$ cat config.mk
export PLATFORM = sky130hd
export DESIGN_NAME = charge_detect_mask_and_hub_power_cfg
export DESIGN_NICKNAME = d
export VERILOG_FILES = /design/src/hw/hub_power_cfg_pkg.sv /design/src/hw/charge_detect_mask_and_hub_power_cfg.sv /design/src/hw/charge_detect_combiner.sv
export SDC_FILE = /design/constraint.sdc
export NUM_CORES = 1
export LEC_CHECK = 0
export BUFFER_PORTS_ARGS = -buffer_cell sky130_fd_sc_hd__buf_4
export CORE_MARGIN = 2
export CORE_UTILIZATION = 45
export CTS_BUF_LIST = sky130_fd_sc_hd__clkbuf_4 sky130_fd_sc_hd__clkbuf_8 sky130_fd_sc_hd__clkbuf_16
export DETAILED_ROUTE_END_ITERATION = 10
export GPL_ROUTABILITY_DRIVEN = 0
export PLACE_DENSITY = 0.81
export SYNTH_ARGS = -nofsm -noshare
export SYNTH_HDL_FRONTEND = slang
export SYNTH_SLANG_ARGS = --single-unit
$ cat constraint.sdc
create_clock -name ref_clk -period 2 [get_ports ref_clk]
set_input_delay 0.1 -clock ref_clk [delete_from_list [all_inputs] [get_ports ref_clk]]
set_output_delay 0.1 -clock ref_clk [all_outputs]
set_load 0.02 [all_outputs]
$ cat src/hw/hub_power_cfg_pkg.sv
// Constants, register map and carrier types for the hub charge-detect and power config block
package hub_power_cfg_pkg;

   // Register indices as printed; byte address is four times the index
   localparam logic [15:0] CHARGE_DETECT_MASK_IDX = 16'h30ED;
   localparam logic [15:0] PORTABLE_HUB_CONFIG_IDX = 16'h30EE;
   localparam logic [15:0] PORT_SELECT_LOW_POWER_IDX = 16'h318B;
   localparam logic [15:0] DETECT_CONTROL_IDX = 16'h3190;
   localparam logic [15:0] HUB_STATE_IDX = 16'h3191;
   localparam logic [15:0] IRQ_STATUS_IDX = 16'h3192;
   localparam logic [15:0] IRQ_CLEAR_IDX = 16'h3193;
   localparam logic [15:0] IRQ_ENABLE_IDX = 16'h3194;

   // Reset values
   localparam logic [7:0] CHARGE_DETECT_MASK_RST = 8'h1F;
   localparam logic [7:0] PORTABLE_HUB_CONFIG_RST = 8'h10;
   localparam logic [7:0] PORT_SELECT_LOW_POWER_RST = 8'h00;
   localparam logic [7:0] DETECT_CONTROL_RST = 8'h00;
   localparam logic [2:0] IRQ_ENABLE_RST = 3'h0;

   // Writable bits; the rest are reserved and read zero
   localparam logic [7:0] PORTABLE_HUB_CONFIG_WMASK = 8'hBE;
   localparam logic [7:0] PORT_SELECT_LOW_POWER_WMASK = 8'hC0;
   localparam logic [7:0] DETECT_CONTROL_WMASK = 8'h01;

   // Field positions
   localparam int KEEP_CLOCK_BIT = 7;
   localparam int PHY_CLK_DIS_LSB = 1;
   localparam int PHY_CLK_DIS_MSB = 5;
   localparam int PORT_SEL_LSB = 6;
   localparam int PORT_SEL_MSB = 7;
   localparam int ENHANCED_DETECT_BIT = 0;

   // Interrupt event bits
   localparam int IRQ_RISE_BIT = 0;
   localparam int IRQ_FALL_BIT = 1;
   localparam int IRQ_CHARGER_BIT = 2;
   localparam int IRQ_COUNT = 3;

   // AHB-Lite encodings
   localparam logic [1:0] HTRANS_NONSEQ = 2'h2;
   localparam logic HRESP_OKAY = 1'b0;

   // Hub session and charger conditions, bit order equals the mask layout
   typedef struct packed {
      logic configured;
      logic connected;
      logic suspended;
      logic super_high_charger;
      logic high_charger;
      logic low_charger;
      logic charging_port;
      logic dedicated_port;
   } hub_cond_s;

   // AHB-Lite request from the master side
   typedef struct packed {
      logic hsel;
      logic [15:0] haddr;
      logic [1:0] htrans;
      logic hwrite;
      logic [2:0] hsize;
      logic hready;
   } ahb_req_s;

endpackage

$ cat src/hw/charge_detect_mask_and_hub_power_cfg.sv
// Hub charge-detect mask and portable hub power configuration, AHB-Lite slave
`timescale 1ns/1ps
module charge_detect_mask_and_hub_power_cfg
   import hub_power_cfg_pkg::*;
#(
   parameter int PHY_PORTS = 5,
   parameter int SEL_PORTS = 4
) (
   input wire logic ref_clk,
   input wire logic rst_n,
   // AHB-Lite slave
   input wire logic hsel,
   input wire logic [15:0] haddr,
   input wire logic [1:0] htrans,
   input wire logic hwrite,
   input wire logic [2:0] hsize,
   input wire logic [31:0] hwdata,
   input wire logic hready,
   output logic hreadyout,
   output logic hresp,
   output logic [31:0] hrdata,
   // Hub session and charger detector conditions
   input wire hub_cond_s hub_cond,
   input wire logic detect_active,
   input wire logic [SEL_PORTS-1:0] port_power_req,
   // Outputs to the rest of the hub
   output logic composite_charge_detect,
   output logic suspend_clock_gate,
   output logic [PHY_PORTS:1] phy_clock_disable,
   output logic port_power_pin_a,
   output logic reverse_data_source,
   output logic irq
);

   // Register storage
   logic [7:0] charge_detect_mask;
   logic [7:0] portable_hub_config;
   logic [7:0] port_select_low_power;
   logic [7:0] detect_control;
   logic [IRQ_COUNT-1:0] irq_status;
   logic [IRQ_COUNT-1:0] irq_enable;

   // Bus pipeline
   ahb_req_s req;
   logic addr_valid;
   logic dp_write;
   logic dp_read;
   logic [15:0] dp_addr;
   logic read_wait;
   logic wr_en;
   logic [7:0] wr_byte;
   logic [31:0] next_rdata;

   // Event detection
   logic composite_q;
   logic chargers_q;
   logic chargers_now;
   logic [IRQ_COUNT-1:0] irq_event;
   logic [IRQ_COUNT-1:0] irq_clear;

   logic [1:0] port_sel;

   // Gather the request into one carrier
   assign req.hsel = hsel;
   assign req.haddr = haddr;
   assign req.htrans = htrans;
   assign req.hwrite = hwrite;
   assign req.hsize = hsize;
   assign req.hready = hready;

   // Only NONSEQ single transfers exist on this bus
   assign addr_valid = req.hsel && req.hready && (req.htrans == HTRANS_NONSEQ);

   // Address phase capture
   always_ff @(posedge ref_clk or negedge rst_n) begin
      if (!rst_n) begin
         dp_write <= 1'b0;
         dp_read <= 1'b0;
         dp_addr <= 16'h0000;
      end else if (hready) begin
         dp_write <= addr_valid && req.hwrite;
         dp_read <= addr_valid && !req.hwrite;
         dp_addr <= req.haddr;
      end
   end

   // Reads take one wait state so write data of the prior beat is visible
   always_ff @(posedge ref_clk or negedge rst_n) begin
      if (!rst_n) begin
         read_wait <= 1'b0;
      end else if (dp_read && !read_wait) begin
         read_wait <= 1'b1;
      end else begin
         read_wait <= 1'b0;
      end
   end

   assign hreadyout = !(dp_read && !read_wait);
   assign hresp = HRESP_OKAY;

   // Writes land in the data phase; only the low byte carries data
   assign wr_en = dp_write;
   assign wr_byte = hwdata[7:0];

   // mask register
   // Session and charger masks are plain read/write bits
   always_ff @(posedge ref_clk or negedge rst_n) begin
      if (!rst_n) begin
         charge_detect_mask <= CHARGE_DETECT_MASK_RST;
      end else if (wr_en && dp_addr == 16'(CHARGE_DETECT_MASK_IDX * 4)) begin
         charge_detect_mask <= wr_byte;
      end
   end

   // reserved bits held zero
   // Portable hub register keeps only the keep-clock and PHY disable bits
   always_ff @(posedge ref_clk or negedge rst_n) begin
      if (!rst_n) begin
         portable_hub_config <= PORTABLE_HUB_CONFIG_RST;
      end else if (wr_en && dp_addr == 16'(PORTABLE_HUB_CONFIG_IDX * 4)) begin
         portable_hub_config <= wr_byte & PORTABLE_HUB_CONFIG_WMASK;
      end
   end

   // software programs early
   // Written at any time; changing it mid-traffic is the software's hazard
   always_ff @(posedge ref_clk or negedge rst_n) begin
      if (!rst_n) begin
         port_select_low_power <= PORT_SELECT_LOW_POWER_RST;
      end else if (wr_en && dp_addr == 16'(PORT_SELECT_LOW_POWER_IDX * 4)) begin
         port_select_low_power <= wr_byte & PORT_SELECT_LOW_POWER_WMASK;
      end
   end

   // Detector control, holds the enhanced detect enable
   always_ff @(posedge ref_clk or negedge rst_n) begin
      if (!rst_n) begin
         detect_control <= DETECT_CONTROL_RST;
      end else if (wr_en && dp_addr == 16'(DETECT_CONTROL_IDX * 4)) begin
         detect_control <= wr_byte & DETECT_CONTROL_WMASK;
      end
   end

   // Interrupt enable register
   always_ff @(posedge ref_clk or negedge rst_n) begin
      if (!rst_n) begin
         irq_enable <= IRQ_ENABLE_RST;
      end else if (wr_en && dp_addr == 16'(IRQ_ENABLE_IDX * 4)) begin
         irq_enable <= wr_byte[IRQ_COUNT-1:0];
      end
   end

   // Write-only clear strobe; reads of that address give zero
   always_comb begin
      irq_clear = '0;
      if (wr_en && dp_addr == 16'(IRQ_CLEAR_IDX * 4)) begin
         irq_clear = wr_byte[IRQ_COUNT-1:0];
      end
   end

   charge_detect_combiner #(
      .COND_W(8)
   ) u_combiner (
      .ref_clk(ref_clk),
      .rst_n(rst_n),
      .cond(hub_cond),
      .mask(charge_detect_mask),
      .composite(composite_charge_detect)
   );

   // software pairs bit 1 with enhanced detect
   // The charging port condition is passed as given; without enhanced
   // detection the detector simply never reports it
   assign chargers_now = hub_cond.super_high_charger | hub_cond.high_charger | hub_cond.low_charger
                       | hub_cond.charging_port | hub_cond.dedicated_port;

   // Previous values for edge events
   always_ff @(posedge ref_clk or negedge rst_n) begin
      if (!rst_n) begin
         composite_q <= 1'b0;
         chargers_q <= 1'b0;
      end else begin
         composite_q <= composite_charge_detect;
         chargers_q <= chargers_now;
      end
   end

   assign irq_event[IRQ_RISE_BIT] = composite_charge_detect && !composite_q;
   assign irq_event[IRQ_FALL_BIT] = !composite_charge_detect && composite_q;
   assign irq_event[IRQ_CHARGER_BIT] = chargers_now && !chargers_q;

   // Sticky status; a new event beats a clear in the same cycle
   always_ff @(posedge ref_clk or negedge rst_n) begin
      if (!rst_n) begin
         irq_status <= '0;
      end else begin
         irq_status <= (irq_status & ~irq_clear) | irq_event;
      end
   end

   // Level interrupt while any enabled status bit stands
   always_ff @(posedge ref_clk or negedge rst_n) begin
      if (!rst_n) begin
         irq <= 1'b0;
      end else begin
         irq <= |(irq_status & irq_enable);
      end
   end

   // suspend clock gating
   // Keep-clock costs suspend current but keeps the config port alive
   always_ff @(posedge ref_clk or negedge rst_n) begin
      if (!rst_n) begin
         suspend_clock_gate <= 1'b0;
      end else begin
         suspend_clock_gate <= hub_cond.suspended && !portable_hub_config[KEEP_CLOCK_BIT];
      end
   end

   always_ff @(posedge ref_clk or negedge rst_n) begin
      if (!rst_n) begin
         phy_clock_disable <= '0;
      end else begin
         phy_clock_disable <= portable_hub_config[PHY_CLK_DIS_MSB:PHY_CLK_DIS_LSB];
      end
   end

   // power pin port mapping
   // Code 0 is port 1, so the code indexes the zero-based request vector
   assign port_sel = port_select_low_power[PORT_SEL_MSB:PORT_SEL_LSB];

   always_ff @(posedge ref_clk or negedge rst_n) begin
      if (!rst_n) begin
         port_power_pin_a <= 1'b0;
      end else begin
         port_power_pin_a <= port_power_req[port_sel];
      end
   end

   always_ff @(posedge ref_clk or negedge rst_n) begin
      if (!rst_n) begin
         reverse_data_source <= 1'b0;
      end else begin
         reverse_data_source <= detect_active && detect_control[ENHANCED_DETECT_BIT];
      end
   end

   // Read mux; unmapped and write-only addresses read zero
   always_comb begin
      next_rdata = 32'h0000_0000;
      if (dp_addr == 16'(CHARGE_DETECT_MASK_IDX * 4)) begin
         next_rdata[7:0] = charge_detect_mask;
      end else if (dp_addr == 16'(PORTABLE_HUB_CONFIG_IDX * 4)) begin
         next_rdata[7:0] = portable_hub_config;
      end else if (dp_addr == 16'(PORT_SELECT_LOW_POWER_IDX * 4)) begin
         next_rdata[7:0] = port_select_low_power;
      end else if (dp_addr == 16'(DETECT_CONTROL_IDX * 4)) begin
         next_rdata[7:0] = detect_control;
      end else if (dp_addr == 16'(HUB_STATE_IDX * 4)) begin
         next_rdata[7:0] = hub_cond;
         next_rdata[8] = composite_charge_detect;
      end else if (dp_addr == 16'(IRQ_STATUS_IDX * 4)) begin
         next_rdata[IRQ_COUNT-1:0] = irq_status;
      end else if (dp_addr == 16'(IRQ_ENABLE_IDX * 4)) begin
         next_rdata[IRQ_COUNT-1:0] = irq_enable;
      end
   end

   // Read data loaded in the wait cycle, held until the next read
   always_ff @(posedge ref_clk or negedge rst_n) begin
      if (!rst_n) begin
         hrdata <= 32'h0000_0000;
      end else if (dp_read && !read_wait) begin
         hrdata <= next_rdata;
      end
   end

endmodule

$ cat src/hw/charge_detect_combiner.sv
// Masked OR of hub conditions into the composite charge-detect status
`timescale 1ns/1ps
module charge_detect_combiner
   import hub_power_cfg_pkg::*;
#(
   parameter int COND_W = 8
) (
   input wire logic ref_clk,
   input wire logic rst_n,
   input wire logic [COND_W-1:0] cond,
   input wire logic [COND_W-1:0] mask,
   output logic composite
);

   logic [COND_W-1:0] hit;

   // per-bit gating
   // Each condition passes only where its mask bit is set
   genvar i;
   generate
      for (i = 0; i < COND_W; i++) begin : g_gate
         assign hit[i] = cond[i] & mask[i];
      end
   endgenerate

   // registered OR
   // Registered so the status pin never glitches on mask writes
   always_ff @(posedge ref_clk or negedge rst_n) begin
      if (!rst_n) begin
         composite <= 1'b0;
      end else begin
         composite <= |hit;
      end
   end

endmodule

---- Yosys cells after proc, flatten, opt, wreduce, memory -nomap -nowiden ----
Cells that the tools add are included.
word-level totals
  bits in registers ....................... 63
  memory bits (read-only) ................. 0
  output and inout bits ................... 44
  memory bits (writable) .................. 0
  memories ................................ 0
  input port bits ......................... 71
  logic and storage cells ................. 86
  latch bits .............................. 0
operators by class
  bitwise gates (word level) .............. 16
  multiply operators ...................... 0
  reductions and logical operators ........ 25
  shift operators ......................... 0
  $add $sub $neg .......................... 0
  muxes and demuxes ....................... 16
  divide/modulo/power cells ............... 0
  magnitude comparators ................... 1
  equal/unequal tests ..................... 9
operators by type and width
  kind                                                         count
  == test 16 bit (second input constant)                       8
  2-to-1 mux 8 bit                                             4
  logical AND 1 bit                                            16
  2-to-1 mux 3 bit                                             4
  bitwise AND 1 bit                                            8
  OR reduction 8 bit                                           1
  logical NOT 1 bit                                            7
  bitwise AND 3 bit                                            2
  2-to-1 mux 1 bit                                             6
  2-to-1 mux 6 bit                                             1
  OR 1 bit                                                     4
  less-than comparator 2 x 3 -> 1 bit (second input constant)  1
  NOT 3 bit                                                    1
  OR 3 bit                                                     1
  OR reduction 3 bit                                           1
  binary-select mux 1 bit (select 2 bit)                       1
  == test 2 bit (second input constant)                        1

---- Logic depth before layout (Yosys ltp) ----
Gate-level depths: netlist of the first run.
  depth in word-level cells ............... 8
  gate-level depth with buffers ........... 7
  depth with buffers taken out ............ 5

---- By module ----
Synthesis of the first run repeated with hierarchy kept, for this count alone.
second synthesis, totals
  cells, all modules ...................... 244
  area, all modules ....................... 2990.4 um^2
modules (own cells, without submodules)
  module                                area an instance (um^2)  instances  cells an instance  sequential area each (um^2)
  charge_detect_mask_and_hub_power_cfg  2929.1                   1          238                1559.0
  charge_detect_combiner                61.3                     1          6                  25.0

---- Worst setup path after synthesis of the first run ----
OpenSTA, ideal clock, no wires.
  kind .................................... reg-to-reg
  start point ............................. register dp_addr[11]
  end point ............................... register portable_hub_config[1]
  setup slack ............................. 0.229 ns
  setup time .............................. 0.125 ns
  data required time ...................... 1.875 ns
  path buffers ............................ 1
  cell stages (with the launch flop) ...... 6
  arrival ................................. 1.646 ns
  clock period less this slack ............ 1.771 ns
  cells stage by stage .................... dfrtp_1 -> nor4b_4 -> and4_2 -> and3_1 -> buf_4 -> mux2_2
on the way
  word-level cells in the longest chain between the ends .. 2
RTL lines
  item                    RTL line                                     RTL
  start, declared         charge_detect_mask_and_hub_power_cfg.sv:48   logic [15:0] dp_addr;
  start signal, assigned  charge_detect_mask_and_hub_power_cfg.sv:83   dp_addr <= req.haddr;
  == test 16 bit          charge_detect_mask_and_hub_power_cfg.sv:120  end else if (wr_en && dp_addr == 16'(PORTABLE_HUB_CONFIG_IDX * 4)) begin
  logical AND 1 bit       charge_detect_mask_and_hub_power_cfg.sv:120
  end signal, assigned    charge_detect_mask_and_hub_power_cfg.sv:121  portable_hub_config <= wr_byte & PORTABLE_HUB_CONFIG_WMASK;
  end, declared           charge_detect_mask_and_hub_power_cfg.sv:37   logic [7:0] portable_hub_config;
Every way passes these cells.
A chain may end at the register's enable or synchronous reset.

---- Worst setup path after layout of the first run ----
  start point ............................. register dp_addr[12]
  end point ............................... register portable_hub_config[3]
The elaborated chain is that of the path after synthesis.

==> results of run 1 <==
==> placed cells by master (no fill, tap or decap), types with 3 or more instances in the layout <==
master and count:
and2_1 5, a21oi_1 8, clkinvlp_4 3, o21ai_0 9, dlygate4sd3_1 23, buf_4 73, conb_1 24, nor3_1 4
nand2_1 14, a21o_1 5, and3_1 4, dfstp_2 6, nand3_1 4, o22ai_1 3, dfrtp_1 57, nor2_1 6
mux2_2 36, nor2b_1 4, clkbuf_8 10, inv_1 7, a22oi_1 10
==> registers in the layout (all words and copies together), names as in the netlist, 2 cells and up <==
name                   flops
dp_addr                   16
charge_detect_mask         8
phy_clock_disable          5
port_select_low_power      2
hrdata                     9
irq_enable                 3
portable_hub_config        6
irq_status                 3
==> critical path: cells and delay by family, from the launching register on <==
kind,cells,cell delay (ps)
buf+inv,1,160
flops,1,410
mux,1,350
simple gates,3,890
==> per-layer routing <==
| metal | GRT usage | wire [um] | up-vias |
|---|---|---|---|
| li1 | - | - | 1078 |
| met5 | 0 | 0 | - |
| met2 | 0.333 | 3490 | 92 |
| met1 | 0.249 | 2860 | 1112 |
| met4 | 0.0693 | 133 | 0 |
| met3 | 0.0539 | 394 | 14 |
==> timing repair <==
item / CTS / global route
endpoints found under the hold margin: 80 / 0
setup buffers: 0 / 1
endpoints found under the setup margin: 0 / 11
resized for setup: 0 / 3
hold buffers: 23 / 0
==> final timing paths <==
kind / to / slack [ps] / depth (start not counted)
worst min-delay path: suspend_clock_gate / 8 / 2
worst min register to register: phy_clock_disable[2] / 410 / 0
min in group asynchronous: dp_addr[4] / 360 / 2
max in group asynchronous: phy_clock_disable[5] / 1100 / 2
worst max register to register: portable_hub_config[3] / 60 / 5
worst max-delay path: portable_hub_config[3] / 60 / 5
==> cell families after synthesis <==
logic type | after synthesis | share of synthesized area
other | 1 | 0.00123
DFF | 63 | 0.522
AOI/OAI and AO/OA | 46 | 0.101
buffers and inverters | 40 | 0.0849
and+or+nand+nor | 69 | 0.150
muxes | 37 | 0.141
==> metrics by stage <==
stage	power, uW	util
6_report	3050	0.621
3_5_place_dp	1910	0.550
4_1_cts	3060	0.617
2_1_floorplan	1740	-
5_1_grt	3190	0.621
3_3_place_gp	1900	0.550
==> power groups by stage <==
stage	clock, uW	combinational, uW	sequential, uW
after global placement	0	441	1460
after global routing	1200	534	1460
after CTS	1130	487	1440
after detailed placement	0	449	1470
final	1110	491	1440
after floorplan	0	257	1480
==> final cells by class <==
cell class                 count  share of cell area
tap                           77              0.0242
clock inverter                 5              0.0144
sequential                    63               0.397
timing repair buffer          96               0.195
multi-input combinational    176               0.325
inverter                       8             0.00753
clock buffer                  11              0.0364
==> impl_metrics.yaml, run 1 <==
floorplanning:
  ioPinCount: 115
  fp.dieW_um: 86.1
  start_util: 0.473
  core_sq_mm: 0.00642
  rows: 29
  die_h_um: 86.1
  die_area_sq_mm: 0.00742
logic_synthesis:
  synth.avg_cell_area_sq_um: 11.9
  ys_top_cells_by_count: "dfrtp_1, mux2_2, buf_4"
  synth.area.top_cells: "dfrtp_1, mux2_2, buf_4"
  yosysMostFrequentCell: "dfrtp_1"
  synth_top_cell_by_area: "dfrtp_1"
  ys_seq_elements: 63
  synthFlopType: "dfrtp_1"
  yosysSeqAreaShare: 0.522
  yosysUniqueCellTypes: 51
  syn_inst: 256
  syn-cell-area_sq_mm: 0.00304
  synth_top_cell_area_share: 0.470
  yosys_warnings: 0
  synthArstFlopShare: 1.00
  synth_edf_count: 0
power:
  power_density_mw_per_mm2: 765
  switching_share: 0.269
  power_leakage_uw: 0.00189
  netSwitchingPower_uw: 821
  seqPwrFrac: 0.474
  combPwrFrac: 0.161
  worst_ir_drop_vdd_mv: 0.501
  p_clk_frac: 0.365
  power.internal_uw: 2230
worst_setup_path:
  reg2reg_from: "dp_addr[12]"
  cp-startpoint: "dp_addr[12]"
  slowest_delay_ps: 430
  critPathMaxFanout: 7
  crit_path_start_kind: "register"
  crit_required_ps: 2230
  end_kind: "register"
  worstPathArrival_ps: 2160
  crit_chain: "nor4b_4 > and4_2 > and3_1 > buf_4 > mux2_2"
  path_class: "reg2reg"
  crit_path_top_delay_cell: "nor4b_4"
clock_tree:
  cts-root-buf: "clkbuf_8"
  clk_latency_ps: 340
  numClockSinks: 63
  clk_pin_slew_ps: 70
  htree_levels: 3
  tritoncts: "yes"
  cts_max_path_buffers: 2
  cts_buffers: 9
drt:
  drc: 0
  avgViaCountPerCell: 5.27
  firstDrtPassIters: 4
  first_iter_violations: 213
  dr_total_vias: 2296
  drtAntennaViolNets: 0
  wl_per_cell_um: 15.8
  drt-total-wl_um: 6890
placed_design:
  hpwl_um: 4810
  postPlaceCellArea_sq_mm: 0.00353
  numPortBuffers: 63
  dp_slack_ps: 77.8
  placed_cells: 396
sta:
  period_share: 0.968
  clock.fmax_mhz: 516
  setup_viol: 0
  fin_skew_ps: 6.23
  setup_tns_ps: 0
  slew_viol_final: 0
  relSlewSlack: 0.474
  rsz0062_at_grt: "yes"
  layout_min_cycle_time_ps: 1940
  whs_ps: 8.37
  setup_ws_ps: 63.0
  worstMarginPinSlew_ps: 789
  hold_viol_final: 0
final_layout:
  multi_input_area_sq_mm: 0.00129
  syn_to_final_growth_pct: 31.3
  nets: 425
  n_antenna_cell: 0
  design_area_sq_mm: 0.00399
  drive_gt1_frac: 0.412
  stdcell_count: 436
  seq_area_sq_mm: 0.00158
  fillers: 506
min_path:
  holdCritStartpoint: "hub_cond[5]"
  holdCritPathClass: "in2reg"
global_route:
  grt_pass1_vias: 2247
  antenna_found_initial: 0
  grt_pass1_wl_um: 11100
  grt_usage: 0.199
  grt_remaining_overflow: 0
  grt_max_degree: 64
run:
  drv_cap: 0
status:
  status: "finished, final reports clean"
No activity file was read; power rests on OpenSTA's default activity.
==> inputs of run 2 (changes only) <==
- CORE_UTILIZATION: 45 -> 49
- PLACE_DENSITY: 0.81 -> 0.87
==> run 2 against run 1 <==
  * Final area down 1.6%
  * Clock skew up 3.8 ps
  * Critical path type unchanged
  * First-iteration DRC count up 13%
  * Non-clock buffer count down 7
  * Routed wire length up 0.29%
  * Utilization up 3.8 points
  * Clock-buffer cell count up 1
  * Largest power group unchanged
  * Largest cell class unchanged
==> impl_metrics.yaml, run 2 (synthesis gave the netlist of run 1 again) <==
status:
  status: "finished, final reports clean"
drt:
  drt-met1-wl_um: 2680
  drt-total-wl_um: 6910
  dr.max_layer_used: "met4"
  drc: 0
  firstDrtPassIters: 4
  met2WireLength_um: 3490
  wl_per_cell_um: 16.2
  drtAntennaViolNets: 0
  met3_length_um: 573
  first_iter_violations: 240
  dr_total_vias: 2315
  avgViaCountPerCell: 5.42
final_layout:
  reg.largest.list: "dp_addr x16, hrdata x9, charge_detect_mask x8"
  final_common_cell: "buf_4"
  drive_gt1_frac: 0.412
  regMostFlops: "dp_addr"
  nets: 418
  syn_to_final_growth_pct: 29.1
  largest_reg_flops: 16
  final_cell_mix: "buf_4, dfrtp_1, mux2_2"
  n_antenna_cell: 0
worst_setup_path:
  reg2reg_from: "dp_addr[0]"
  end_kind: "register"
  worstPathArrival_ps: 2120
  path_class: "reg2reg"
  r2r-end: "portable_hub_config[2]"
  r2r_cells: 4
  reg2reg_slack_ps: 100
  endpoint: "portable_hub_config[2]"
  cp-startpoint: "dp_addr[0]"
  critPathMaxFanout: 6
  crit_required_ps: 2220
  crit_path_start_kind: "register"
clock_tree:
  clk_pin_slew_ps: 70
  numClockSinks: 63
  htree_levels: 3
  tritoncts: "yes"
  cts_max_path_buffers: 2
  cts-root-buf: "clkbuf_8"
  clk_latency_ps: 340
  cts_setup_buffers: 0
  cts_buffers: 9
sta:
  worstMarginPinSlew_ps: 780
  fin_skew_ps: 10.0
  setup_tns_ps: 0
  relSlewSlack: 0.480
  layout_min_cycle_time_ps: 1900
  whs_ps: 9.46
  slew_viol_final: 0
  setup_ws_ps: 100
  period_share: 0.950
  rsz0062_at_grt: "no"
  clock.fmax_mhz: 526
  hold_viol_final: 0
  setup_viol: 0
global_route:
  grt_pass1_wl_um: 11000
  grt_usage: 0.221
  grt_max_degree: 64
  antenna_found_initial: 0
  grt_remaining_overflow: 0
  grt_pass1_vias: 2286
placed_design:
  numPortBuffers: 63
  dp_slack_ps: 60.5
  hpwl_um: 4950
floorplanning:
  rows: 28
  start_util: 0.510
  die_area_sq_mm: 0.00684
  ioPinCount: 115
  core_sq_mm: 0.00596
  die_h_um: 82.7
  fp.dieW_um: 82.7
power:
  power_density_mw_per_mm2: 801
  power_leakage_uw: 0.00188
  worst_ir_drop_vdd_mv: 0.516
  finalPower_uw: 3140
min_path:
  holdCritPathClass: "in2reg"
run:
  drv_cap: 0
-- run 2: cell types whose count changed in the layout (fill, tap and decap cells not counted) --
cell,previous run,this run
bufinv_16,1,2
buf_4,73,72
clkbuf_8,10,9
dlygate4sd3_1,23,17
nor4_1,2,3
nor4_2,1,0
clkinvlp_4,3,0
clkinv_2,1,2
or3b_4,1,0
or3b_1,0,1
clkbuf_4,1,3
-- run 2: report_power, final --
group / internal (uW) / leakage [uW] / switching [uW]
logic: 235 / 0.00100 / 250
clock network: 740 / 0.000115 / 470
registers: 1370 / 0.000764 / 80.5
-- run 2: per-layer routing --
metal,global-route usage,up-vias
li1,-,1064
met1,0.277,1119
met2,0.365,115
met3,0.0500,17
met4,0.100,0
met5,0,-
-- run 2: worst max-delay path, stage by stage, from the launching register on --
cell and delay, ps:
dfrtp_1 450, nor4b_1 290, and4_2 290, and3_1 380
mux2_2 380
-- run 2: metrics by stage --
stage                     cell area (sq um)  std cells   util
final                                  3920        427  0.658
after detailed placement               3530        394  0.593
after global routing                   3920        427  0.658
after global placement                 3530        394  0.593
after floorplan                        3120        279      -
after CTS                              3910        426  0.656
-- run 2: what timing repair did --
action                                  4_1_cts  5_1_grt
hold buffers                                 16        1
resized for setup                             0        1
endpoints found under the setup margin        0       10
endpoints found under the hold margin        72        1
-- run 2: worst min path at each step --
stage / cells past startpoint / to / slack, ps / startpoint
after CTS: 2 / suspend_clock_gate / 2 / hub_cond[5]
after global placement: 1 / dp_addr[14] / 220 / rst_n
after detailed placement: 1 / dp_addr[15] / 220 / rst_n
after global routing: 2 / dp_addr[3] / 4 / haddr[3]
after floorplan: 0 / charge_detect_mask[5] / -200 / rst_n
final: 2 / charge_detect_mask[5] / 9 / hwdata[5]
-- run 2: cell type report --
class	count	area [sq um]
clock buffer	12	146
clock inverter	4	70.1
fill	461	2030
inverter	8	30.0
multi-input combinational	176	1290
sequential	63	1580
tap	75	93.8
timing repair buffer	89	711
